$ cat src/clock_power_defines.vh
// Purpose: constants for the CPU clock and power manager
// Assumes: included by bare name
// Notes:   counts are in oscillator-enable cycles of ref_clk
`ifndef CLOCK_POWER_DEFINES_VH
`define CLOCK_POWER_DEFINES_VH
`define CLKOUT_DIV          3'h6
`define DIVIDER_RESET       8'h00
`define STABLE_XTAL_COUNT   11'h400
`define STABLE_RC_COUNT     11'h100
`define OSC_MODE_LOW        2'h0
`define OSC_MODE_MED        2'h1
`define OSC_MODE_RC         2'h2
`define OSC_MODE_EXT        2'h3
`define AUX_BROWNOUT_IRQ    5
`define AUX_BROWNOUT_DIS    6
`define ST_RUN              2'h0
`define ST_IDLE             2'h1
`define ST_DOWN             2'h2
`define ST_WAKE             2'h3
`endif

$ cat src/cpu_clock_power_manager.v
// Purpose: CPU clock derivation, clock output, idle/power-down and power monitors
// Assumes: ref_clk is the oscillator; cpu clock is given as a one-cycle enable
// Notes:   power-down gates the oscillator enable; the monitors stay live
`timescale 1ns/1ps
`include "clock_power_defines.vh"
// Notes on behaviour
// - Clock output toggles at one sixth of the CPU clock when enabled.
// - Clock output only for RC or external clock; runs while oscillator runs.
// - In external clock mode the second oscillator pin is a port pin unless clock output is enabled.
// - Six CPU clocks per machine cycle; half-speed with divider zero gives twelve oscillator clocks.
// - Divider zero gives oscillator rate, or half with half-speed.
// - Divider N from 1 to 255 divides oscillator by 2*(N+1).
// - Divider may change any time without stopping execution.
// - Brownout resets by default; aux bit 5 selects interrupt instead.
// - Level bit one selects 2.5 V, zero selects 3.8 V.
// - Brownout reset stays asserted while supply stays below threshold.
// - One interrupt per falling crossing, serviced if global and brownout enables.
// - Any brownout activation sets the brownout flag until software clears.
// - Aux bit 6 disables brownout detection entirely.
// - Power-on detection sets the power-on flag until software clears.
// - Idle stops CPU, keeps peripherals; enabled interrupt or reset ends it.
// - Power-down request stops the oscillator.
// - Power-down exits on reset or higher-priority enabled wakeup interrupt.
// - Enabled brownout interrupt crossing wakes from power-down.
// - Wakeup holds execution 1024 clocks for crystal, 256 for RC/external.
// - Watchdog overflow still resets during power-down.
// - Brownout, watchdog and comparators keep running in power-down.
// - Power-down request clears itself when power-down ends.
module cpu_clock_power_manager (
  input  wire       ref_clk,                // oscillator clock
  input  wire       rst,                    // sync reset, active high
  input  wire       ce,                     // clock enable, freezes state
  input  wire [1:0] osc_mode,               // oscillator option
  input  wire       half_speed_config,      // halve CPU clock when divider is zero
  input  wire       brownout_level_select,  // 1: 2.5 V, 0: 3.8 V
  input  wire [7:0] cpu_clock_divider,      // divider value
  input  wire [7:0] aux_control_reg_one,    // aux control bits
  input  wire       clock_out_enable,       // clock output enable
  input  wire       port_pin_out,           // port data for second pin
  input  wire       port_pin_oe,            // port drive enable for second pin
  input  wire       vdd_below_2v5,          // analog comparator, async
  input  wire       vdd_below_3v8,          // analog comparator, async
  input  wire       power_on_detect,        // power-on detector, async
  input  wire       watchdog_overflow,      // watchdog overflow, own osc domain
  input  wire       global_irq_enable,      // interrupt system enable
  input  wire       brownout_irq_enable,    // brownout interrupt enable
  input  wire       wake_irq,               // enabled wakeup irq above current priority
  input  wire       any_irq,                // any enabled interrupt pending
  input  wire       idle_request,           // set idle, one-cycle pulse
  input  wire       powerdown_request,      // set power-down, one-cycle pulse
  input  wire       clear_brownout_flag,    // software clear pulse
  input  wire       clear_power_on_flag,    // software clear pulse
  output reg        cpu_clk_en,             // CPU clock enable pulse
  output reg        machine_cycle_en,       // one per machine cycle
  output reg        periph_clk_en,          // peripheral clock enable
  output reg        osc_running,            // oscillator enable
  output reg        osc_out_clock_pin,      // second pin output value
  output reg        osc_out_pin_oe,         // second pin output enable
  output reg        cpu_reset,              // processor reset request
  output reg        brownout_irq,           // serviced brownout request, pulse
  output reg        brownout_flag,          // sticky brownout flag
  output reg        power_on_flag,          // sticky power-on flag
  output reg        idle_active,            // idle mode state
  output reg        powerdown_active        // power-down request bit
);
  reg  [1:0]  state;
  reg  [1:0]  next_state;
  reg  [8:0]  div_cnt;
  reg  [8:0]  div_limit;
  reg  [2:0]  mc_cnt;
  reg  [2:0]  co_cnt;
  reg         co_level;
  reg  [10:0] wake_cnt;
  reg         below_d;
  reg         pon_d;
  wire        below_2v5_s;
  wire        below_3v8_s;
  wire        pon_s;
  wire        wdt_s;
  wire        below;
  wire        bo_disabled;
  wire        bo_irq_mode;
  wire        fall_cross;
  wire        cpu_tick;
  wire        co_allowed;
  wire        osc_en;
  wire [10:0] wake_limit;

  sync3 u_s25 (.ref_clk(ref_clk), .rst(rst), .ce(ce), .async_in(vdd_below_2v5), .sync_out(below_2v5_s));
  sync3 u_s38 (.ref_clk(ref_clk), .rst(rst), .ce(ce), .async_in(vdd_below_3v8), .sync_out(below_3v8_s));
  sync3 u_pon (.ref_clk(ref_clk), .rst(rst), .ce(ce), .async_in(power_on_detect), .sync_out(pon_s));
  sync3 u_wdt (.ref_clk(ref_clk), .rst(rst), .ce(ce), .async_in(watchdog_overflow), .sync_out(wdt_s));

  assign bo_disabled = aux_control_reg_one[`AUX_BROWNOUT_DIS];
  assign bo_irq_mode = aux_control_reg_one[`AUX_BROWNOUT_IRQ];
  assign below       = ~bo_disabled & (brownout_level_select ? below_2v5_s : below_3v8_s);
  assign fall_cross  = below & ~below_d;
  assign osc_en      = (state != `ST_DOWN);
  assign wake_limit  = (osc_mode == `OSC_MODE_RC || osc_mode == `OSC_MODE_EXT) ?
                       `STABLE_RC_COUNT : `STABLE_XTAL_COUNT;
  assign co_allowed  = clock_out_enable & (osc_mode == `OSC_MODE_RC || osc_mode == `OSC_MODE_EXT);

  always @* begin
    if (cpu_clock_divider == 8'h00)
      div_limit = half_speed_config ? 9'h001 : 9'h000;
    else
      div_limit = {cpu_clock_divider, 1'b1};
  end

  assign cpu_tick = osc_en && (div_cnt == 9'h000);

  // divider counter never halts on a change
  always @(posedge ref_clk) begin
    if (rst) begin
      div_cnt <= 9'h000;
    end else if (ce && osc_en) begin
      if (div_cnt == 9'h000)
        div_cnt <= div_limit;
      else
        div_cnt <= div_cnt - 9'h001;
    end
  end

  // six CPU clocks per machine cycle
  always @(posedge ref_clk) begin
    if (rst) begin
      mc_cnt           <= 3'h0;
      cpu_clk_en       <= 1'b0;
      machine_cycle_en <= 1'b0;
      periph_clk_en    <= 1'b0;
    end else if (ce) begin
      // Gated by next mode, so no tick lands on the stop edge
      periph_clk_en    <= cpu_tick && (cpu_reset || next_state != `ST_DOWN);
      // CPU stopped in idle, aligned with idle_active
      cpu_clk_en       <= cpu_tick && (cpu_reset || next_state == `ST_RUN);
      machine_cycle_en <= cpu_tick && (mc_cnt == `CLKOUT_DIV - 3'h1);
      if (cpu_tick)
        mc_cnt <= (mc_cnt == `CLKOUT_DIV - 3'h1) ? 3'h0 : mc_cnt + 3'h1;
    end
  end

  // toggle every three CPU clocks gives one sixth
  always @(posedge ref_clk) begin
    if (rst) begin
      co_cnt   <= 3'h0;
      co_level <= 1'b0;
    end else if (ce) begin
      if (!co_allowed) begin
        co_cnt   <= 3'h0;
        co_level <= 1'b0;
      end else if (cpu_tick) begin
        if (co_cnt == (`CLKOUT_DIV >> 1) - 3'h1) begin
          co_cnt   <= 3'h0;
          co_level <= ~co_level;
        end else begin
          co_cnt <= co_cnt + 3'h1;
        end
      end
    end
  end

  // port pin in external mode unless clock output is on; otherwise pin is off
  always @(posedge ref_clk) begin
    if (rst) begin
      osc_out_clock_pin <= 1'b0;
      osc_out_pin_oe    <= 1'b0;
    end else if (ce) begin
      if (co_allowed) begin
        osc_out_clock_pin <= co_level;
        osc_out_pin_oe    <= 1'b1;
      end else if (osc_mode == `OSC_MODE_EXT) begin
        osc_out_clock_pin <= port_pin_out;
        osc_out_pin_oe    <= port_pin_oe;
      end else begin
        osc_out_clock_pin <= 1'b0;
        osc_out_pin_oe    <= 1'b0;
      end
    end
  end

  always @* begin
    next_state = state;
    case (state)
      `ST_RUN: begin
        if (powerdown_request)
          next_state = `ST_DOWN;
        else if (idle_request)
          next_state = `ST_IDLE;
      end
      `ST_IDLE: begin
        if (any_irq)
          next_state = `ST_RUN;
      end
      `ST_DOWN: begin
        if (wake_irq || (fall_cross && bo_irq_mode && global_irq_enable && brownout_irq_enable))
          next_state = `ST_WAKE;
      end
      `ST_WAKE: begin
        if (wake_cnt >= wake_limit - 11'h001)
          next_state = `ST_RUN;
      end
      default: next_state = `ST_RUN;
    endcase
  end

  always @(posedge ref_clk) begin
    if (rst) begin
      state            <= `ST_RUN;
      wake_cnt         <= 11'h000;
      osc_running      <= 1'b1;
      idle_active      <= 1'b0;
      powerdown_active <= 1'b0;
    end else if (ce) begin
      if (cpu_reset) begin
        state <= `ST_RUN;
      end else begin
        state <= next_state;
      end
      wake_cnt <= (state == `ST_WAKE) ? wake_cnt + 11'h001 : 11'h000;
      osc_running      <= cpu_reset || next_state != `ST_DOWN;
      idle_active      <= !cpu_reset && next_state == `ST_IDLE;
      powerdown_active <= !cpu_reset && (next_state == `ST_DOWN || next_state == `ST_WAKE);
    end
  end

  always @(posedge ref_clk) begin
    if (rst) begin
      below_d       <= 1'b0;
      pon_d         <= 1'b0;
      cpu_reset     <= 1'b0;
      brownout_irq  <= 1'b0;
      brownout_flag <= 1'b0;
      power_on_flag <= 1'b0;
    end else if (ce) begin
      below_d <= below;
      pon_d   <= pon_s;
      cpu_reset    <= (below && !bo_irq_mode) || wdt_s || pon_s;
      brownout_irq <= fall_cross && bo_irq_mode && global_irq_enable && brownout_irq_enable;
      if (fall_cross)
        brownout_flag <= 1'b1;
      else if (clear_brownout_flag)
        brownout_flag <= 1'b0;
      if (pon_s && !pon_d)
        power_on_flag <= 1'b1;
      else if (clear_power_on_flag)
        power_on_flag <= 1'b0;
    end
  end
endmodule

$ cat src/sync3.v
// Purpose: three-stage synchroniser with agreement filter
// Assumes: input asynchronous to ref_clk
// Notes:   output changes when stages two and three agree
`timescale 1ns/1ps
module sync3 (
  input  wire ref_clk,   // clock
  input  wire rst,       // sync reset
  input  wire ce,        // clock enable
  input  wire async_in,  // raw input
  output reg  sync_out   // filtered level
);
  reg s1;
  reg s2;
  reg s3;
  always @(posedge ref_clk) begin
    if (rst) begin
      s1       <= 1'b0;
      s2       <= 1'b0;
      s3       <= 1'b0;
      sync_out <= 1'b0;
    end else if (ce) begin
      s1 <= async_in;
      s2 <= s1;
      s3 <= s2;
      if (s2 == s3)
        sync_out <= s3;
    end
  end
endmodule

$ cat config.mk
export PLATFORM = sky130hd
export DESIGN_NAME = cpu_clock_power_manager
export DESIGN_NICKNAME = d
export VERILOG_FILES = /design/src/cpu_clock_power_manager.v /design/src/sync3.v
export VERILOG_INCLUDE_DIRS = /design/src
export SDC_FILE = /design/constraint.sdc
export NUM_CORES = 1
export LEC_CHECK = 0
export ABC_AREA = 1
export ABC_CLOCK_PERIOD_IN_PS = 1790
export BUFFER_PORTS_ARGS = -buffer_cell sky130_fd_sc_hd__buf_2
export CORE_ASPECT_RATIO = 0.6
export CORE_MARGIN = 5
export CORE_UTILIZATION = 55
export DETAILED_ROUTE_END_ITERATION = 10
export PLACE_DENSITY = 0.86
export REMOVE_ABC_BUFFERS = 1
export SYNTH_ARGS = -nofsm -noshare
export SYNTH_HDL_FRONTEND = slang
export SYNTH_HIERARCHICAL = 1
export SYNTH_SLANG_ARGS = --single-unit
$ cat constraint.sdc
create_clock -name ref_clk -period 1.79 [get_ports ref_clk]
set_input_delay 0.179 -clock ref_clk [delete_from_list [all_inputs] [get_ports ref_clk]]
set_output_delay 0.179 -clock ref_clk [all_outputs]
set_load 0.005 [all_outputs]
==> Word-level counts from Yosys, hierarchy flattened <==
Index checks and enable logic that the tools add are counted.
{ "word_totals": {"regBits": 59, "wordCells": 131} }
{ "op_classes": {"add_sub_neg": 5, "bitwise_logic": 6, "eq_ne": 18, "order_cmp": 1, "muxes": 28, "n_reduce_logical": 37} }
{ "ops": {"columns": ["op", "n"], "rows": [
  ["two-way mux 11 bit", 2],
  ["two-way mux 9 bit", 2],
  ["AND reduction 2 bit", 8],
  ["two-way mux 1 bit", 13],
  ["equality test 2 bit (second input constant)", 6],
  ["logical AND 1 bit", 12],
  ["two-way mux 2 bit", 6],
  ["two-way mux 3 bit", 4],
  ["adder 11 x 1 -> 11 bit (second input constant)", 1],
  [">= comparator 11 bit", 1],
  ["subtractor 11 x 1 -> 11 bit (second input constant)", 1],
  ["zero test 9 bit", 1],
  ["subtractor 9 x 1 -> 9 bit (second input constant)", 1],
  ["zero test 8 bit", 1],
  ["case mux 2 bit (4 select lines)", 1],
  ["logical OR 1 bit", 7],
  ["adder 3 x 1 -> 3 bit (second input constant)", 2],
  ["!= test 2 bit (second input constant)", 3],
  ["equality test 1 bit", 4],
  ["equality test 2 x 1 -> 1 bit (second input constant)", 2],
  ["zero test 2 bit", 2],
  ["nonzero test 2 bit", 2],
  ["bitwise AND 1 bit", 3],
  ["equality test 3 x 2 -> 1 bit (second input constant)", 1],
  ["other kinds (5)", 9]
]} }

==> Depth between registers and ports, before layout <==
{ "logic_depth": {"word_depth": 12, "mapped_depth": 13, "depth_no_buf": 13} }

==> Cells and area by module <==
The synthesis kept the hierarchy.
{ "by_module_without_submodules": {"columns": ["mod", "instances", "area_each_um2", "cells_each", "seq_area_each_um2"], "rows": [
  ["cpu_clock_power_manager", 1, 2157.1, 308, 860.8],
  ["sync3", 4, 147.6, 20, 80.1]
]} }

==> Least setup slack after synthesis <==
No wires, ideal clock.
{ "synth_path": {"path_kind": "register -> register", "startpoint": "register div_cnt[0]", "endpoint": "register co_cnt[1]", "required_ps": 1679, "synth_period_minus_slack_ps": 1633, "t_arrival_ps": 1522, "stages_incl_launch_ff": 14, "setup_ps": 111, "path_slack_ps": 157, "path_cell_list": "dfxtp_1 -> inv_1 -> ha_1 -> nand3_2 -> nor3_4 -> nand2_2 -> nor2_8 -> nand2_4 -> nand2_4 -> inv_2 -> nor2_2 -> nand2_1 -> nand2_1 -> nor2_1"} }
{ "synth_via": {"elab_chain_cells": 4} }
{ "synth_lines": {"columns": ["element", "line_no", "rtl"], "rows": [
  ["from (decl)", "cpu_clock_power_manager.v:68", "reg [8:0] div_cnt;"],
  ["from (signal assigned)", "cpu_clock_power_manager.v:118", "div_cnt <= div_limit;"],
  ["from (signal assigned)", "cpu_clock_power_manager.v:120", "div_cnt <= div_cnt - 9'h001;"],
  ["zero test 9 bit", "cpu_clock_power_manager.v:110", "assign cpu_tick = osc_en && (div_cnt == 9'h000);"],
  ["logical AND 1 bit", "cpu_clock_power_manager.v:110", null],
  ["!= test 2 bit (no line)", null, null],
  ["AND reduction 2 bit (no line)", null, null],
  ["to (signal assigned)", "cpu_clock_power_manager.v:156", "co_cnt <= co_cnt + 3'h1;"],
  ["to (decl)", "cpu_clock_power_manager.v:71", "reg [2:0] co_cnt;"]
]} }
No other way between the ends.
A chain may end at the register's enable or synchronous reset.

==> Worst setup path after layout <==
Same ends and word-level chain as after synthesis.

==> impl_metrics.ini <==
[hold_path]
timing.hold.worst_endpoint = u_s38/s1$_SDFFE_PP0P_
hold_path.startpoint = vdd_below_3v8
worst_hold_path_type = input port to flip-flop
hold_path_depth = 3

[drt]
vias_per_cell = 5.20
vias = 2647
dr.pass1.iters = 5
postRouteAntennaNets = 0
drt_wl_total_um = 6320
drc = 0
avgRoutedWirePerCell_um = 12.4
dr.first_iter.drc_count = 246

[setup_path]
critical_path.max_stage_delay_ns = 0.32
critical_path.cell_chain = inv_2, ha_4, nand3_4, nor3_4, nand2_2, nor2_8, nand2_4, nand2_4, inv_4, nor2_4, nand2_1, nand2_1, nor2_1
cp_max_fo = 4
worstReg2RegEnd = co_cnt[1]$_SDFFE_PP0P_
worstRegToRegCells = 13
critical_path.startpoint_type = flip-flop
crit-reg2reg-launch = div_cnt[0]$_SDFFE_PP0P_
setup.worst_path.start = div_cnt[0]$_SDFFE_PP0P_
crit_path_arrival_time_ns = 1.90
cpMaxStageDelayCell = sky130_fd_sc_hd__dfxtp_2
rrSetupSlack_ns = 0.13
top_delay_family_on_crit_path = simple AND/OR/NAND/NOR gates
cp.required_ns = 2.02
path_class = flip-flop to flip-flop
cp-end-kind = flip-flop
cp.buffers_inverters = 2

[pwr]
report.power.total_mw = 3.38
total_leakage_power_nw = 1.41
powerDensity_nw_per_um2 = 1030
vdd.ir_drop.worst_uv = 793

[die]
die_width_um = 101
placementRows = 19
starting_density = 0.584
die-area_um2 = 6560
core_um2 = 4710
die-height_um = 64.8
io-pin-count = 50

[sta]
clock-skew-final_ns = 0.00493
timing.max_slew.rel_slack = 0.769
tns_ns = 0
report.final.hold_viol_count = 0
setup_viol_count_final = 0
final.min_clock_period_ns = 1.66
fmax_ghz = 0.601
final_max_slew_viol_count = 0
worstMarginPinSlew_ns = 0.346
period_share = 0.930
final_critical_path_setup_slack_ns = 0.126
rsz0062_at_grt = no

[cts]
cts.sinks = 59
worstSkewPairLatency_ns = 0.33
cts_made_buffers = 9
cts.htree.levels = 3
cts_max_path_buffers = 2
tritoncts_clock_tree = built
clk_transition_reported_paths_ns = 0.06
clk_tree_root_cell = sky130_fd_sc_hd__clkbuf_8

[grt]
grt_use_total = 0.210
initial_antenna_violation_count = 0
grt_start_max_net_pins = 33
globalRouteOverflowTotal = 0
grt_pass1_vias = 2483
grt_first_pass_wirelength_um = 11000

[cells_and_area]
final_core_util = 0.698
flow.area_growth_from_synthesis_pct = 19.6
layout.area.seq_um2 = 1180
most-common-layout-cells = sky130_fd_sc_hd__nand2_1 (75), sky130_fd_sc_hd__nor2_1 (56), sky130_fd_sc_hd__dfxtp_1 (56), sky130_fd_sc_hd__a21oi_1 (45)
final_net_count = 484
mostFrequentLayoutCell = sky130_fd_sc_hd__nand2_1
antenna_cells_inserted = 0
num-fill-cells = 391
final_cell_count_no_fill = 509
final_layout_size_suffix_gt1_frac = 0.204
multi_input_logic_area_um2 = 1370

[yosys]
synth.avg_cell_area_um2 = 7.08
postSynthRegisterBits = 59
mappedNetlistArea_um2 = 2750
synth_cell_type_count = 33
seq_area_frac_synth = 0.430
synth_warnings = 6
synth_cells = 388

[placement]
numPlacedInstances = 493
finalWeightedCongestion = 0.844
placement.setup.worst_slack_ns = 0.00122
hpwl_um = 4590
port_buffers = 43

[run]
max-cap-violations = 0

[status]
status = finished clean
## cells by family (layout without fill, tap and decap cells)
family | count (synthesis) | count (layout) | synth area share
AO/OA/AOI/OAI | 90 | 90 | 0.178
XOR/XNOR | 1 | 1 | 0.00319
adder cells (fa/ha/maj) | 4 | 4 | 0.0182
buffers and inverters | 57 | 115 | 0.0801
flip-flops | 59 | 59 | 0.430
AND/OR/NAND/NOR | 177 | 177 | 0.291
## where the power goes
group	internal, mW	switching [mW]
Clock	0.710	0.487
Combinational	0.273	0.425
Sequential	1.41	0.0779
Total	2.39	0.990
## metal layers
layer	part of all wire	vias up	GRT usage
li1	-	1372	-
met4	0.013	0	0.0779
met1	0.46	1184	0.279
met5	0	-	0
met2	0.45	84	0.318
met3	0.077	7	0.0675
## flip-flops by register name, summed over array words and instances, names as in the netlist, 2 cells and up
register,cells
div_cnt,9
co_cnt,3
wake_cnt,11
mc_cnt,3
state,2
## synth_stat cells, drive strengths merged
cell    number  area, µm²
a21oi       46        241
or2          5       31.3
nand3       16       85.1
a221oi       1       8.76
clkinv       1       3.75
clkbuf       5       18.8
nor2        60        254
nand4        4       25.0
nor3        10       66.3
nor4         2       12.5
inv         50        190
xor2         1       8.76
nand3b       2       15.0
nand2       78        310
ha           4       50.1
dfxtp       59       1180
o211ai       5       37.5
o21ai       37        193
buf          1       7.51
o21bai       1       7.51
## tightest hold or removal path, delay by kind of cell
kind                   cells  cell delay, ns
buffers and inverters      1            0.07
and+or+nand+nor            2            0.11
## final cells by class
type                    instances  share of cell area
well taps                      63              0.0240
repair buffers                 49              0.0792
inverters                      51              0.0598
flip-flops and latches         59               0.361
clock buffers                  13              0.0484
multi-input cells             272               0.417
clock inverters                 2              0.0107
## timing repair
action,in CTS,in global routing
gates resized for setup,3,7
hold endpoints to repair,0,0
pin swaps,3,2
endpoints found under the setup margin,1,16
hold buffers,0,0
setup buffers,1,0
## worst max-delay path by stage
stage	to	cells after the start
global route	co_cnt[1]$_SDFFE_PP0P_	13
detailed placement	co_cnt[1]$_SDFFE_PP0P_	13
finish	co_cnt[1]$_SDFFE_PP0P_	13
global placement	co_cnt[1]$_SDFFE_PP0P_	13
floorplan	co_cnt[1]$_SDFFE_PP0P_	13
CTS	co_cnt[1]$_SDFFE_PP0P_	13
## stage by stage
stage | area [µm²] | hold slack [ns]
global placement | 3050 | 0.403
detailed placement | 3050 | 0.410
CTS | 3270 | 0.0536
floorplan | 2720 | 0.248
finish | 3290 | 0.0702
global route | 3290 | 0.0698
(Power assumes the default switching activity.)
